<file path="config.mk">
export PLATFORM = sky130hd
export DESIGN_NAME = sesp_port
export DESIGN_NICKNAME = d
export VERILOG_FILES = /design/src/verilog/sesp_pkg.sv /design/src/verilog/sesp_port.sv /design/src/verilog/sesp_sync.sv
export SDC_FILE = /design/constraint.sdc
export NUM_CORES = 1
export LEC_CHECK = 0
export BUFFER_PORTS_ARGS = -buffer_cell sky130_fd_sc_hd__clkbuf_2
export CORE_UTILIZATION = 28
export DETAILED_ROUTE_END_ITERATION = 8
export SLEW_MARGIN = 25
export SYNTH_ARGS = -nofsm -noshare
export SYNTH_HDL_FRONTEND = slang
export SYNTH_HIERARCHICAL = 1
export SYNTH_SLANG_ARGS = --single-unit
</file>
<file path="constraint.sdc">
create_clock -name clk -period 1.7 [get_ports clk]
set_input_delay 0.085 -clock clk [delete_from_list [all_inputs] [get_ports clk]]
set_output_delay 0.085 -clock clk [all_outputs]
set_load 0.03 [all_outputs]
</file>
<file path="src/verilog/sesp_pkg.sv">
// sesp_pkg: constants and types for the serial memory slave port
// assumes one 125 MHz system clock and a synchronous active-high reset
`default_nettype none

package sesp_pkg;

  // synchroniser lanes
  localparam int SYNC_W  = 6;
  localparam int SY_SCLK = 0;
  localparam int SY_CS   = 1;
  localparam int SY_MOSI = 2;
  localparam int SY_HOLD = 3;
  localparam int SY_WP   = 4;
  localparam int SY_POR  = 5;

  // chip select resets low so the reset value never looks like a high
  localparam logic [SYNC_W-1:0] SYNC_RST = 6'h18;

  localparam int          BYTE_W    = 8;
  localparam logic [2:0]  BIT_FIRST = 3'h0;
  localparam logic [2:0]  BIT_LAST  = 3'h7;
  localparam logic [2:0]  BIT_STEP  = 3'h1;

  // status byte layout
  localparam int ST_WIP  = 0;
  localparam int ST_WEL  = 1;
  localparam int ST_BPLO = 2;
  localparam int ST_BPHI = 3;
  localparam int ST_SWD  = 7;
  localparam int NV_W    = 3;
  localparam int NV_BPLO = 0;
  localparam int NV_BPHI = 1;
  localparam int NV_SWD  = 2;

  // link clock period used by the bench, in ns
  localparam int LINK_PERIOD_NS = 160;

  typedef enum logic [2:0] {
    SESP_IDLE   = 3'h1,
    SESP_ACTIVE = 3'h2,
    SESP_PAUSE  = 3'h4
  } sesp_state_t;

endpackage

`default_nettype wire

</file>
<file path="src/verilog/sesp_port.sv">
// sesp_port: pin-level serial slave port of a small byte-wide memory
// assumes all link pins arrive asynchronously and are sampled on clk;
// user logic on clk decodes instructions and feeds read bytes
`timescale 1ns/1ps
`default_nettype none

module sesp_port (
  input  wire logic                     clk,
  input  wire logic                     sys_rst,
  input  wire logic                     spi_sclk,
  input  wire logic                     spi_cs_n,
  input  wire logic                     spi_mosi,
  input  wire logic                     spi_hold_n,
  input  wire logic                     spi_wp_n,
  input  wire logic                     por_ok,
  output logic                          spi_miso_o,
  output logic                          spi_miso_oe,
  output logic [sesp_pkg::BYTE_W-1:0]   rx_byte,
  output logic                          rx_valid,
  output logic                          rx_first,
  input  wire logic [sesp_pkg::BYTE_W-1:0] tx_byte,
  input  wire logic                     tx_load,
  output logic                          tx_need,
  output logic                          frame_end,
  output logic                          selected,
  output logic                          paused,
  output logic                          standby,
  output logic                          write_allowed,
  input  wire logic                     wel_set,
  input  wire logic                     wel_clr,
  input  wire logic                     wip_set,
  input  wire logic                     wip_clr,
  input  wire logic                     nv_load,
  input  wire logic [sesp_pkg::NV_W-1:0] nv_data,
  output logic [sesp_pkg::BYTE_W-1:0]   status_byte
);
  import sesp_pkg::*;

  function automatic logic edge_of(input logic now_v, input logic was_v,
                                   input logic rising);
    edge_of = rising ? (now_v & ~was_v) : (~now_v & was_v);
  endfunction

  logic [SYNC_W-1:0] sy;
  logic              sclk_s;
  logic              cs_s;
  logic              mosi_s;
  logic              hold_s;
  logic              wp_s;
  logic              por_s;

  sesp_sync #(
    .W   (SYNC_W),
    .RST (SYNC_RST)
  ) u_sync (
    .clk     (clk),
    .sys_rst (sys_rst),
    .din     ({por_ok, spi_wp_n, spi_hold_n, spi_mosi, spi_cs_n, spi_sclk}),
    .dout    (sy)
  );

  assign sclk_s = sy[SY_SCLK];
  assign cs_s   = sy[SY_CS];
  assign mosi_s = sy[SY_MOSI];
  assign hold_s = sy[SY_HOLD];
  assign wp_s   = sy[SY_WP];
  assign por_s  = sy[SY_POR];

  logic        sclk_prev_reg;
  logic        cs_prev_reg;
  logic        sclk_rise;
  logic        sclk_fall;
  logic        cs_fall;

  always_ff @(posedge clk) begin
    if (sys_rst) begin
      sclk_prev_reg <= 1'b0;
      cs_prev_reg   <= 1'b0;
    end else begin
      sclk_prev_reg <= sclk_s;
      cs_prev_reg   <= cs_s;
    end
  end

  assign sclk_rise = edge_of(sclk_s, sclk_prev_reg, 1'b1);
  assign sclk_fall = edge_of(sclk_s, sclk_prev_reg, 1'b0);
  // cs_prev_reg resets low, so a pin held low at power-up never counts
  assign cs_fall   = edge_of(cs_s, cs_prev_reg, 1'b0);

  sesp_state_t st_reg;
  sesp_state_t st_next;

  always_comb begin
    st_next = st_reg;
    case (st_reg)
      SESP_IDLE: begin
        if (cs_fall && por_s) begin
          st_next = SESP_ACTIVE;
        end
      end
      SESP_ACTIVE: begin
        if (cs_s) begin
          st_next = SESP_IDLE;
        end else if (!hold_s && !sclk_s) begin
          st_next = SESP_PAUSE;
        end
      end
      SESP_PAUSE: begin
        if (cs_s) begin
          st_next = SESP_IDLE;
        end else if (hold_s && !sclk_s) begin
          st_next = SESP_ACTIVE;
        end
      end
      default: begin
        st_next = SESP_IDLE;
      end
    endcase
  end

  always_ff @(posedge clk) begin
    if (sys_rst) begin
      st_reg <= SESP_IDLE;
    end else begin
      st_reg <= st_next;
    end
  end

  logic active;
  assign active = (st_reg == SESP_ACTIVE);

  always_ff @(posedge clk) begin
    if (sys_rst) begin
      frame_end <= 1'b0;
    end else begin
      frame_end <= (st_reg != SESP_IDLE) && (st_next == SESP_IDLE);
    end
  end

  logic [BYTE_W-1:0] sh_in_reg;
  logic [2:0]        bit_cnt_reg;
  logic              first_reg;

  // receive shifter; edges seen in pause are dropped, not queued
  always_ff @(posedge clk) begin
    if (sys_rst || st_reg == SESP_IDLE) begin
      sh_in_reg   <= '0;
      bit_cnt_reg <= BIT_FIRST;
      first_reg   <= 1'b1;
      rx_valid    <= 1'b0;
      rx_first    <= 1'b0;
      rx_byte     <= '0;
    end else begin
      rx_valid <= 1'b0;
      if (active && sclk_rise) begin
        sh_in_reg   <= {sh_in_reg[BYTE_W-2:0], mosi_s};
        bit_cnt_reg <= bit_cnt_reg + BIT_STEP;
        if (bit_cnt_reg == BIT_LAST) begin
          rx_byte   <= {sh_in_reg[BYTE_W-2:0], mosi_s};
          rx_valid  <= 1'b1;
          rx_first  <= first_reg;
          first_reg <= 1'b0;
        end
      end
    end
  end

  logic [BYTE_W-1:0] tx_buf_reg;
  logic              tx_pend_reg;
  logic [BYTE_W-1:0] tx_sh_reg;
  logic [2:0]        tx_cnt_reg;
  logic              drive_reg;
  logic              tx_take;

  assign tx_take = active && sclk_fall && tx_pend_reg &&
                   (tx_cnt_reg == BIT_FIRST);

  // holding buffer; a new load wins over the take in the same cycle
  always_ff @(posedge clk) begin
    if (sys_rst || st_reg == SESP_IDLE) begin
      tx_buf_reg  <= '0;
      tx_pend_reg <= 1'b0;
    end else if (tx_load) begin
      tx_buf_reg  <= tx_byte;
      tx_pend_reg <= 1'b1;
    end else if (tx_take) begin
      tx_pend_reg <= 1'b0;
    end
  end

  always_ff @(posedge clk) begin
    if (sys_rst || st_reg == SESP_IDLE) begin
      tx_sh_reg  <= '0;
      tx_cnt_reg <= BIT_FIRST;
      drive_reg  <= 1'b0;
      spi_miso_o <= 1'b0;
      tx_need    <= 1'b0;
    end else begin
      tx_need <= 1'b0;
      if (tx_take) begin
        spi_miso_o <= tx_buf_reg[BYTE_W-1];
        tx_sh_reg  <= {tx_buf_reg[BYTE_W-2:0], 1'b0};
        tx_cnt_reg <= BIT_STEP;
        drive_reg  <= 1'b1;
        tx_need    <= 1'b1;
      // underrun shifts zeros rather than stalling the master
      end else if (active && sclk_fall && drive_reg) begin
        spi_miso_o <= tx_sh_reg[BYTE_W-1];
        tx_sh_reg  <= {tx_sh_reg[BYTE_W-2:0], 1'b0};
        tx_cnt_reg <= tx_cnt_reg + BIT_STEP;
      end
    end
  end

  assign spi_miso_oe = drive_reg && active;

  logic wel_reg;
  logic wip_reg;
  logic [NV_W-1:0] nv_reg;

  always_ff @(posedge clk) begin
    if (sys_rst) begin
      wel_reg <= 1'b0;
    end else if (wel_set) begin
      wel_reg <= 1'b1;
    end else if (wel_clr) begin
      wel_reg <= 1'b0;
    end
  end

  always_ff @(posedge clk) begin
    if (sys_rst) begin
      wip_reg <= 1'b0;
    end else if (wip_set) begin
      wip_reg <= 1'b1;
    end else if (wip_clr) begin
      wip_reg <= 1'b0;
    end
  end

  always_ff @(posedge clk) begin
    if (nv_load) begin
      nv_reg <= nv_data;
    end
  end

  always_ff @(posedge clk) begin
    if (sys_rst) begin
      write_allowed <= 1'b0;
    end else begin
      write_allowed <= wp_s && por_s;
    end
  end

  always_comb begin
    status_byte          = '0;
    status_byte[ST_WIP]  = wip_reg;
    status_byte[ST_WEL]  = wel_reg;
    status_byte[ST_BPLO] = nv_reg[NV_BPLO];
    status_byte[ST_BPHI] = nv_reg[NV_BPHI];
    status_byte[ST_SWD]  = nv_reg[NV_SWD];
  end

  assign selected = (st_reg != SESP_IDLE);
  assign paused   = (st_reg == SESP_PAUSE);
  // standby only when idle and not writing
  assign standby  = (st_reg == SESP_IDLE) && !wip_reg;
endmodule

`default_nettype wire

</file>
<file path="src/verilog/sesp_sync.sv">
// sesp_sync: two-flop synchroniser for a vector of pin inputs
// assumes each lane is an independent level from outside the clock domain
`timescale 1ns/1ps
`default_nettype none

module sesp_sync #(
  parameter int               W   = 1,
  parameter logic [W-1:0]     RST = '0
) (
  input  wire logic           clk,
  input  wire logic           sys_rst,
  input  wire logic [W-1:0]   din,
  output logic      [W-1:0]   dout
);

  logic [W-1:0] meta_reg;

  // first stage feeds only the second stage
  always_ff @(posedge clk) begin
    if (sys_rst) begin
      meta_reg <= RST;
      dout     <= RST;
    end else begin
      meta_reg <= din;
      dout     <= meta_reg;
    end
  end

endmodule

`default_nettype wire

</file>
# Word-level counts from Yosys, hierarchy flattened

Index checks and enable logic that the tools add are counted.

Bitwise operators: 7
Equal/unequal tests: 6
Reductions and logical operators: 24
Muxes and demuxes: 20
Add/subtract/negate cells: 2

Operators by type and width:

| operator                                               | count |
|---|---|
| 2-to-1 mux 8 bit                                       | 2 |
| 2-to-1 mux 3 bit                                       | 5 |
| logical AND 1 bit                                      | 12 |
| 2-to-1 mux 1 bit                                       | 12 |
| case mux 3 bit (3 select lines)                        | 1 |
| nonzero test 2 bit                                     | 4 |
| adder 3 x 1 -> 3 bit (second input constant)           | 2 |
| equality test 3 x 1 -> 1 bit (second input constant)   | 2 |
| equality test 3 bit (second input constant)            | 2 |
| inverter 1 bit                                         | 4 |
| OR reduction 2 bit                                     | 2 |
| bitwise AND 1 bit                                      | 3 |
| equality test 3 x 2 -> 1 bit (second input constant)   | 1 |
| zero test 1 bit                                        | 3 |
| zero test 3 bit                                        | 1 |
| inequality test 3 x 1 -> 1 bit (second input constant) | 1 |
| AND reduction 2 bit                                    | 1 |
| logical OR 1 bit                                       | 1 |

Output and inout bits: 26
Logic and storage cells: 83
Flip-flop bits (word level): 67

# Depth between registers and ports, before layout

Gate-level depths: netlist of run 1.

Depth after elaboration: 7
Depth in mapped cells: 7
Gate-level depth less buffers: 6

# Cells and area by module

Netlist of run 1, hierarchy kept.

By module, submodules not included:

| module    | seq. area each (um^2) | cells an instance | times used | area each (um^2) |
|---|---|---|---|---|
| sesp_port | 1,131.1               | 212               | 1          | 2,234.6 |
| sesp_sync | 240.2                 | 25                | 1          | 327.8 |

# Worst setup path before layout of run 1

OpenSTA, ideal clock, no wires.

Path type: reg-to-reg
From: reg st_reg[0]
To: reg rx_valid
Arrival: 1.405 ns
Stages on the path, launching flop included: 8
Slack: 0.173 ns
Path buffers: 4
Required time: 1.579 ns
Setup time: 0.121 ns
Cell sequence: dfxtp_1 -> buf_6 -> or3b_1 -> buf_2 -> nand2b_1 -> buf_4 -> buf_2 -> nor2_1

Cells in the longest elaborated chain, start to end: 4

Ends and longest elaborated chain:

| what                           | line             | RTL |
|---|---|---|
| from (decl)                    | sesp_port.sv:90  | `sesp_state_t st_reg;` |
| from (signal assigned)         | sesp_port.sv:125 | `st_reg <= st_next;` |
| equality test 3 x 2 -> 1 bit   | sesp_port.sv:130 | `assign active = (st_reg == SESP_ACTIVE);` |
| logical AND 1 bit              | sesp_port.sv:155 | `if (active && sclk_rise) begin` |
| inverter 1 bit (no line)       | n/a              |  |
| OR reduction 2 bit (no line) * | n/a              |  |
| to (signal assigned)           | sesp_port.sv:150 | `rx_valid <= 1'b0;` |
| to (signal assigned)           | sesp_port.sv:154 | `rx_valid <= 1'b0;` |
| to (signal assigned)           | sesp_port.sv:160 | `rx_valid <= 1'b1;` |
| to (decl)                      | sesp_port.sv:19  | `output logic rx_valid,` |

Mark *: on every way between the ends. The rest lies on a longest branch, timed or not.
A chain may end at the register's enable or synchronous reset.

# Worst setup path in the final report of run 1

From: reg st_reg[0]
To: out standby

Cells in the longest elaborated chain, start to end: 2

Ends and longest elaborated chain:

| what                         | line             | RTL |
|---|---|---|
| equality test 3 x 1 -> 1 bit | sesp_port.sv:267 | `assign standby = (st_reg == SESP_IDLE) && !wip_reg;` |
| logical AND 1 bit            | sesp_port.sv:267 |  |
| to (decl)                    | sesp_port.sv:27  | `output logic standby,` |

No other way between the ends.

==> results of run 1 <==
worst register-to-register path, delay by kind of cell, from the launching register on:
kind / cells / cell delay, ps
AND/OR/NAND/NOR: 2 / 730
flip-flops: 1 / 360
multiplexers: 1 / 240
AO/OA/AOI/OAI: 1 / 80
cells by family after synthesis:
kind of cell,after synthesis,share of synthesized area
adder cells (fa/ha/maj),4,0.01953
buffers and inverters,23,0.05957
AO/OA/AOI/OAI,21,0.07032
XOR/XNOR,4,0.01367
other,1,0.001463
multiplexers,34,0.1328
AND/OR/NAND/NOR,83,0.1675
flip-flops,67,0.5352
repair_timing:
action	CTS	global route
hold endpoints to repair	23	0
buffers inserted	0	3
hold buffers	21	0
resized for setup	0	2
endpoints found under the setup margin	0	9
placed cells by master (no fill, tap or decap), types with 2 or more instances in the layout:
cell and n:
nor2b_1 10, xnor2_1 2, clkbuf_1 3, nor2_1 47
bufinv_16 2, clkbuf_2 47, dfxtp_1 64, buf_4 7
ha_1 4, nor3_1 4, mux2i_1 34, xor2_1 2
dlygate4sd3_1 21, inv_1 5, nand2b_1 4, a211oi_2 7
a21oi_1 6, or2_1 4, clkbuf_8 9, conb_1 3
and3b_1 2, edfxtp_1 3
stage by stage:
stage,std cells,setup WS (ps),area [µm²],hold WS [ps],utilization
2_1_floorplan,239,173.2,2570,156.6,-
6_report,420,118.5,3302,21.39,0.3750
3_5_place_dp,381,79.49,2859,263.6,0.3247
5_1_grt,420,18.31,3302,27.26,0.3750
3_3_place_gp,381,185.7,2859,266.7,0.3247
4_1_cts,417,43.27,3269,3.349,0.3713
where the power goes:
| part | internal, W | switching, W | total, W |
|---|---|---|---|
| logic | 0.0000817 | 0.0000745 | 0.000156 |
| clock network | 0.000817 | 0.000550 | 0.00137 |
| registers | 0.00161 | 0.00000999 | 0.00162 |
| total | 0.00251 | 0.000634 | 0.00314 |
synth_stat cells (all sizes together) (2+ instances only):
cell type  count
nor2          47
dfxtp         64
ha             4
nor2b         10
buf           18
a211oi         8
and3           2
nor3           4
xor2           2
o22a           2
xnor2          2
mux2i         34
nand2b         5
edfxtp         3
inv            5
a21oi          6
or2            5
and3b          2
routing by layer:
| layer | GRT usage | vias to the layer above | routed length, µm |
|---|---|---|---|
| met5 | 0 | - | 0 |
| met4 | 0.05245 | 0 | 37 |
| li1 | - | 929 | - |
| met2 | 0.1473 | 37 | 1994 |
| met3 | 0.03885 | 4 | 215 |
| met1 | 0.1186 | 777 | 2017 |
worst paths after layout:
kind / start / slack [ps] / cells past startpoint / end
worst max-delay path: st_reg[0] / 120 / 3 / standby
worst min-delay path: wip_clr / 20 / 4 / wip_reg
worst max register to register: u_sync/dout[0] / 170 / 4 / tx_sh_reg[2]
worst min register to register: u_sync/meta_reg[3] / 400 / 1 / u_sync/dout[3]
cell type report:
class | count | area [µm²]
inverter | 5 | 18.77
multi-input combinational | 149 | 1059
tap | 108 | 135.1
sequential | 67 | 1371
clock inverter | 3 | 65.06
clock buffer | 12 | 135.1
fill | 869 | 5504
timing repair buffer | 76 | 518.0
==> flow_metrics.py, run 1 <==
metrics = {
    "grt": {
        "grt-ovfl-total": 0,
        "antenna_found_initial": 0,
        "first_global_vias": 1609,
        "grt_usage": 0.09762,
        "grt_pass1_wl_um": 7272,
        "grt_max_degree": 45,
    },
    "clocking": {
        "ctsLongestPathBuffers": 2,
        "cts_tree": "done",
        "cts_buffers": 9,
        "clkTransAtPathRegs_ps": 70,
        "clock-root-buffer": "clkbuf_8",
        "h-tree-depth": 3,
        "cts_sinks": 67,
        "clk_latency_ps": 340,
    },
    "yosys": {
        "async_reset_ff_frac": 0,
        "ys_seq_elements": 67,
        "yosys_warnings": 6,
        "synth_top_area_share": 0.5000,
        "synth.avg_cell_area_um2": 10.81,
        "synth_area_leader_cell": "dfxtp_1",
        "netlist_instances": 237,
        "synth.distinct_cells": 40,
        "synth_top_flop_cell": "dfxtp_1",
        "synth_area_leaders": "dfxtp_1, mux2i_1, nor2_1, edfxtp_1, a211oi_2",
        "syn_area_um2": 2562,
        "synth_edf_count": 3,
        "synth_seq_area_share": 0.5352,
    },
    "power": {
        "leakage_nw": 1.429,
        "power_w": 0.003140,
        "peakVddDrop_mv": 0.4826,
        "power.density_nw_per_um2": 950.9,
    },
    "timing": {
        "finalHoldViolCount": 0,
        "rsz0062_at_grt": "false",
        "setup_viol": 0,
        "period_share": 0.9303,
        "fmax_ghz": 0.6323,
        "final.min_clock_period_ps": 1582,
        "finalMaxSlewViolations": 0,
        "skew_ps": 7.583,
        "tns_ps": 0,
    },
    "cells_and_area": {
        "diodes": 0,
        "drive_gt1_frac": 0.2628,
        "area_growth_pct": 28.86,
        "num-nets-final": 337,
    },
    "worst_setup_path": {
        "crit_arrival_ps": 1500,
        "end_kind": "primary output",
        "crit_required_ps": 1620,
        "critPathTopFamily": "simple AND/OR/NAND/NOR gates",
        "crit_chain": "or3b_4, nor2_1, clkbuf_2",
        "startpoint_type": "flop",
        "crit_type": "flop to primary output",
        "slowest_stage": "or3b_4",
        "cp_slowest_stage_delay_ps": 440,
        "crit_buf_inv": 1,
        "critical_path_peak_fanout": 5,
    },
    "floorplanning": {
        "die_y_um": 97.67,
        "die_w_um": 97.67,
        "core_area_um2": 8806,
        "die-area_um2": 9538,
        "initial_core_util": 0.2910,
        "io_pins": 51,
        "row_count": 34,
    },
    "place": {
        "dp_hpwl_um": 2786,
        "io_buffers": 47,
        "gp_congestion": 0.7369,
    },
    "drt": {
        "drc_errors": 4,
        "wl_per_cell_um": 10.15,
        "viasPerCell": 4.160,
        "vias": 1747,
        "ant_nets": 0,
        "drt_wl_total_um": 4265,
        "first_pass_iters": 6,
        "first_iter_violations": 51,
    },
    "min_path": {
        "min_path_type": "input port to flop",
    },
    "outcome": {
        "outcome": "finished, violations left",
        "failed_checks": "DRC",
    },
    "run": {
        "maxCapViolCount": 0,
    },
}
Note: power is estimated with default switching activity, not from simulation.
==> run 2, diff against run 1 <==
--- a/config.mk
+++ b/config.mk
@@ -8,4 +8,5 @@
 export BUFFER_PORTS_ARGS = -buffer_cell sky130_fd_sc_hd__clkbuf_2
-export CORE_UTILIZATION = 28
+export CORE_UTILIZATION = 43
 export DETAILED_ROUTE_END_ITERATION = 8
+export GPL_TIMING_DRIVEN = 0
 export SLEW_MARGIN = 25
==> constraint.sdc (replaced) <==
create_clock -name clk -period 1.7 [get_ports clk]
set_input_delay 0 -clock clk [delete_from_list [all_inputs] [get_ports clk]]
set_output_delay 0 -clock clk [all_outputs]
set_load 0.03 [all_outputs]
==> flow_metrics.py, run 2 (synthesized netlist as in run 1, its figures left out) <==
metrics = {
    "drt": {
        "drc_errors": 0,
        "first_iter_violations": 39,
        "viasPerCell": 4.634,
        "ant_nets": 0,
        "vias": 1835,
        "drt_wl_total_um": 4462,
        "first_pass_iters": 4,
        "wl_per_cell_um": 11.27,
    },
    "floorplanning": {
        "io_pins": 51,
        "die_y_um": 79.20,
        "initial_core_util": 0.4569,
        "die-area_um2": 6272,
        "die_w_um": 79.20,
        "row_count": 27,
        "core_area_um2": 5608,
    },
    "timing": {
        "slew_headroom": 0.5820,
        "worstMarginPinSlew_ps": 626.9,
        "finalMaxSlewViolations": 0,
        "skew_ps": 7.133,
        "period_share": 0.9317,
        "final.min_clock_period_ps": 1584,
        "holdWs_ps": 236.4,
        "tns_ps": 0,
        "setup_viol": 0,
        "rsz0062_at_grt": "false",
        "fmax_ghz": 0.6314,
        "finalHoldViolCount": 0,
    },
    "worst_setup_path": {
        "rr_worst_depth": 7,
        "startpoint_type": "flop",
        "end_kind": "primary output",
        "critical_path_peak_fanout": 8,
        "worst-path-stages": 5,
        "critPathTopFamily": "buffers and inverters",
        "cp_slowest_stage_delay_ps": 340,
        "crit_type": "flop to primary output",
        "crit_chain": "buf_6, or3b_1, buf_2, nor2_1, clkbuf_2",
        "crit_buf_inv": 3,
        "crit_required_ps": 1700,
        "rrSetupSlack_ps": 130,
        "slowest_stage": "or3b_1",
        "crit_arrival_ps": 1580,
    },
    "clocking": {
        "cts_buffers": 9,
        "h-tree-depth": 3,
        "clk_latency_ps": 340,
        "ctsLongestPathBuffers": 2,
        "clkTransAtPathRegs_ps": 70,
        "clock-root-buffer": "clkbuf_8",
        "cts_sinks": 67,
        "cts_tree": "done",
    },
    "grt": {
        "first_global_vias": 1746,
        "grt_max_degree": 11,
        "grt_pass1_wl_um": 7548,
        "grt_usage": 0.1625,
        "antenna_found_initial": 0,
        "grt-ovfl-total": 0,
    },
    "power": {
        "clock_power_share": 0.387,
        "peakVddDrop_mv": 0.5719,
        "leakage_nw": 1.479,
        "power.density_nw_per_um2": 878.1,
        "p_sw_frac": 0.2176,
        "combinationalPowerShare": 0.059,
        "p_seq_frac": 0.553,
        "p_int_w": 0.002286,
        "p_switching_w": 0.0006358,
    },
    "place": {
        "dp_hpwl_um": 2956,
        "io_buffers": 46,
        "gp_congestion": 0.7014,
    },
    "cells_and_area": {
        "final_common_cell": "dfxtp_1",
        "final-seq-area_um2": 1373,
        "layout_common_cells": "dfxtp_1, nor2_1, clkbuf_2, mux2i_1, dlygate4sd3_1",
        "area_growth_pct": 29.83,
        "fill_cells": 496,
        "num-nets-final": 350,
        "multiInputGateArea_um2": 1060,
        "drive_gt1_frac": 0.2932,
        "diodes": 0,
    },
    "outcome": {
        "outcome": "complete, no violations",
    },
    "min_path": {
        "min_path_type": "input port to flop",
        "hold_path_depth": 3,
    },
    "run": {
        "maxCapViolCount": 0,
    },
}
-- run 2: through the flow --
| stage | util | cell area [µm²] | std cells | setup slack, ps | total power, W |
|---|---|---|---|---|---|
| global placement | 0.5154 | 2890 | 357 | 72.68 | 0.001780 |
| floorplan | - | 2570 | 239 | 173.2 | 0.001735 |
| finish | 0.5933 | 3327 | 396 | 116.1 | 0.002921 |
| CTS | 0.5897 | 3307 | 396 | 24.51 | 0.002963 |
| detailed placement | 0.5154 | 2890 | 357 | 75.24 | 0.001782 |
| global route | 0.5933 | 3327 | 396 | 2.459 | 0.003052 |
-- run 2: layout make-up --
| type | count | area share |
|---|---|---|
| Timing Repair Buffer | 71 | 0.1429 |
| Clock buffer | 11 | 0.04551 |
| Buffer | 18 | 0.04325 |
| Multi-Input combinational cell | 149 | 0.3185 |
| Inverter | 5 | 0.005641 |
| Tap cell | 72 | 0.02708 |
| Clock inverter | 3 | 0.004513 |
| Sequential cell | 67 | 0.4126 |
-- run 2: power by group through the flow --
stage | registers, W | logic (W) | clock network, W
2_1_floorplan | 0.00166 | 0.0000716 | 0
3_3_place_gp | 0.00165 | 0.000129 | 0
3_5_place_dp | 0.00165 | 0.000131 | 0
4_1_cts | 0.00162 | 0.000178 | 0.00117
5_1_grt | 0.00162 | 0.000189 | 0.00125
6_report | 0.00162 | 0.000174 | 0.00113
-- run 2: worst min-delay path: stages --
cell     delay [ps]
buf_1           270
a21oi_1         210
nor2_1           40
-- run 2: worst paths after layout --
kind                            from        endpoint
hold reg to reg   u_sync/meta_reg[4]  u_sync/dout[4]
setup reg to reg           st_reg[0]       frame_end
setup / recovery           st_reg[0]         standby
hold / removal               tx_load     tx_pend_reg
-- run 2: metal layers --
| layer | GRT usage | up-vias | share of wire | wire (µm) |
|---|---|---|---|---|
| met5 | 0 | - | 0 | 0 |
| met2 | 0.2707 | 34 | 0.47 | 2086 |
| met4 | 0.1327 | 0 | 0.040 | 179 |
| met3 | 0.03793 | 14 | 0.030 | 132 |
| met1 | 0.1748 | 826 | 0.46 | 2064 |
| li1 | - | 961 | - | - |
-- run 2: what timing repair did --
item | 4_1_cts | 5_1_grt
setup buffers | 0 | 2
hold endpoints to repair | 25 | 0
hold buffers | 25 | 0
endpoints found under the setup margin | 0 | 37
gates resized for setup | 0 | 9
==> run 3, diff against run 2 <==
ABC_AREA = 1   (was not set)
==> flow_metrics.py, run 3 <==
metrics = {
    "yosys": {
        "syn_area_um2": 2579,
        "synth.avg_cell_area_um2": 7.984,
        "yosys-top-cells-count": "dfxtp_1, nand2_1, nor2_1, inv_1, a21oi_1",
        "yosys_warnings": 6,
        "async_reset_ff_frac": 0,
        "synth.distinct_cells": 26,
        "synth_top_flop_cell": "dfxtp_1",
        "yosysMostFrequentCell": "dfxtp_1",
        "synth_seq_area_share": 0.5318,
        "ys_seq_elements": 67,
        "netlist_instances": 323,
        "synth_area_leader_cell": "dfxtp_1",
        "synth_top_area_share": 0.4968,
        "synth_area_leaders": "dfxtp_1, nand2_1, nor2_1, inv_1, a21oi_1",
        "synth_edf_count": 3,
    },
    "clocking": {
        "clkTransAtPathRegs_ps": 70,
        "postCtsSetupBuffers": 0,
        "clock-root-buffer": "clkbuf_8",
        "clk_latency_ps": 330,
        "ctsLongestPathBuffers": 2,
        "cts_tree": "done",
        "cts_buffers": 9,
        "h-tree-depth": 3,
        "cts_sinks": 67,
    },
    "min_path": {
        "hold_path_depth": 4,
        "min_to": "tx_buf_reg[5]",
        "min_from": "tx_load",
        "min_path_type": "input port to flop",
    },
    "timing": {
        "finalHoldViolCount": 0,
        "skew_ps": 10.95,
        "setup_viol": 0,
        "finalMaxSlewViolations": 0,
        "rsz0062_at_grt": "false",
        "tns_ps": 0,
        "period_share": 0.8792,
        "fmax_ghz": 0.6691,
        "final.min_clock_period_ps": 1495,
    },
    "drt": {
        "viasPerCell": 4.612,
        "vias": 2223,
        "wl_met3_um": 130,
        "ant_nets": 0,
        "met1_length_um": 2438,
        "first_iter_violations": 100,
        "drt_wl_total_um": 5099,
        "highest_layer": "met4",
        "wl_met2_um": 2425,
        "first_pass_iters": 4,
        "wl_per_cell_um": 10.58,
        "drc_errors": 0,
    },
    "cells_and_area": {
        "fill_cells": 524,
        "area_growth_pct": 30.28,
        "final_common_cell": "dfxtp_1",
        "diodes": 0,
        "drive_gt1_frac": 0.2195,
        "num-nets-final": 435,
        "layout_common_cells": "dfxtp_1, nand2_1, nor2_1, clkbuf_2, inv_1",
    },
    "worst_setup_path": {
        "slowest_stage": "nor3_4",
        "rrSetupSlack_ps": 210,
        "critical_path_peak_fanout": 10,
        "startpoint_type": "flop",
        "cp_slowest_stage_delay_ps": 390,
        "crit_chain": "nor2_2, nand2_2, nor3_4, nand2_4, nand2_1, a21oi_1",
        "rr_worst_depth": 6,
        "rr_startpoint": "st_reg[0]",
        "r2r-end": "rx_byte[6]",
        "crit_arrival_ps": 1690,
        "crit_type": "flop to flop",
        "end_kind": "flop",
        "crit_required_ps": 1890,
    },
    "power": {
        "leakage_nw": 1.498,
        "peakVddDrop_mv": 0.4585,
        "power_w": 0.003183,
        "power.density_nw_per_um2": 947.4,
    },
    "grt": {
        "grt_max_degree": 11,
        "first_global_vias": 1959,
        "grt-ovfl-total": 0,
        "grt_pass1_wl_um": 8445,
        "grt_usage": 0.1743,
        "antenna_found_initial": 0,
    },
    "floorplanning": {
        "die_y_um": 79.44,
        "die-area_um2": 6311,
        "row_count": 27,
        "die_w_um": 79.44,
        "initial_core_util": 0.4571,
        "core_area_um2": 5642,
        "io_pins": 51,
    },
    "place": {
        "gp_congestion": 0.7998,
        "dp_hpwl_um": 3376,
        "io_buffers": 47,
    },
    "outcome": {
        "outcome": "complete, no violations",
    },
    "run": {
        "maxCapViolCount": 0,
    },
}
-- run 3: cell types whose count changed in the layout (fill, tap and decap cells not counted), sizes merged, moves of 3 or more --
cell,previous run,this run
clkinv,3,0
nand2,1,60
a21oi,6,29
inv,5,45
nand3,1,28
nand2b,5,0
buf,17,11
o21ai,1,15
or2,5,0
clkbuf,60,63
nor2b,10,0
a211oi,8,0
nor2,47,55
mux2i,34,0
-- run 3: how the worst max path moves through the flow --
stage,startpoint,end,slack (ps),cells after the start
after global placement,st_reg[0],rx_byte[5],180,6
after detailed placement,st_reg[0],rx_byte[6],190,6
final,st_reg[0],rx_byte[6],210,6
after CTS,wel_reg,wel_reg,20,4
after global routing,st_reg[0],rx_byte[3],50,6
after floorplan,st_reg[1],st_reg[0],260,5
-- run 3: per-stage QoR --
stage | instance area (µm²) | util | setup slack (ps) | hold slack, ps | cells
finish | 3359 | 0.5955 | 205.4 | 32.03 | 482
global route | 3359 | 0.5955 | 54.84 | 63.20 | 482
CTS | 3369 | 0.5973 | 22.19 | 19.06 | 483
detailed placement | 2917 | 0.5170 | 193.1 | 179.4 | 444
global placement | 2917 | 0.5170 | 182.2 | 177.4 | 444
floorplan | 2591 | - | 264.5 | 71.54 | 325
-- run 3: cells by family (layout without fill, tap and decap cells) --
logic type	Yosys count	after routing	synth area share
simple gates	147	147	0.2552
compound gates	46	46	0.09073
other cells	1	3	0.001454
fa+ha+maj	4	4	0.01941
flops	67	67	0.5318
buf+inv	58	143	0.1014
-- run 3: metal layers --
layer	GRT usage	vias to the layer above
li1	-	1176
met1	0.2155	1005
met2	0.2846	34
met3	0.03429	8
met4	0.09273	0
met5	0	-
-- run 3: worst max-delay path: cells and delay by family, from the launching register on --
| kind | cells | cell delay (ps) |
|---|---|---|
| AO/OA/AOI/OAI | 1 | 70 |
| flip-flops | 1 | 340 |
| AND/OR/NAND/NOR | 5 | 950 |
-- run 3: timing repair --
action | 4_1_cts | 5_1_grt
hold buffers | 24 | 0
endpoints found under the hold margin | 25 | 0
endpoints found under the setup margin | 0 | 1
resized for setup | 0 | 0
-- run 3: layout make-up --
type	instances	area (µm²)	area share
Buffer	13	92.59	0.02756
Clock buffer	14	182.7	0.05438
Inverter	45	168.9	0.05028
Timing Repair Buffer	70	465.4	0.1385
Multi-Input combinational cell	200	958.4	0.2853
Sequential cell	67	1371	0.4082
Clock inverter	1	30.03	0.008939
Tap cell	72	90.09	0.02682
-- run 3: report_power, final --
group | switching (W) | internal (W) | total, W
registers | 0.00000959 | 0.00161 | 0.00162
clock network | 0.000560 | 0.000831 | 0.00139
logic | 0.0000888 | 0.0000872 | 0.000176
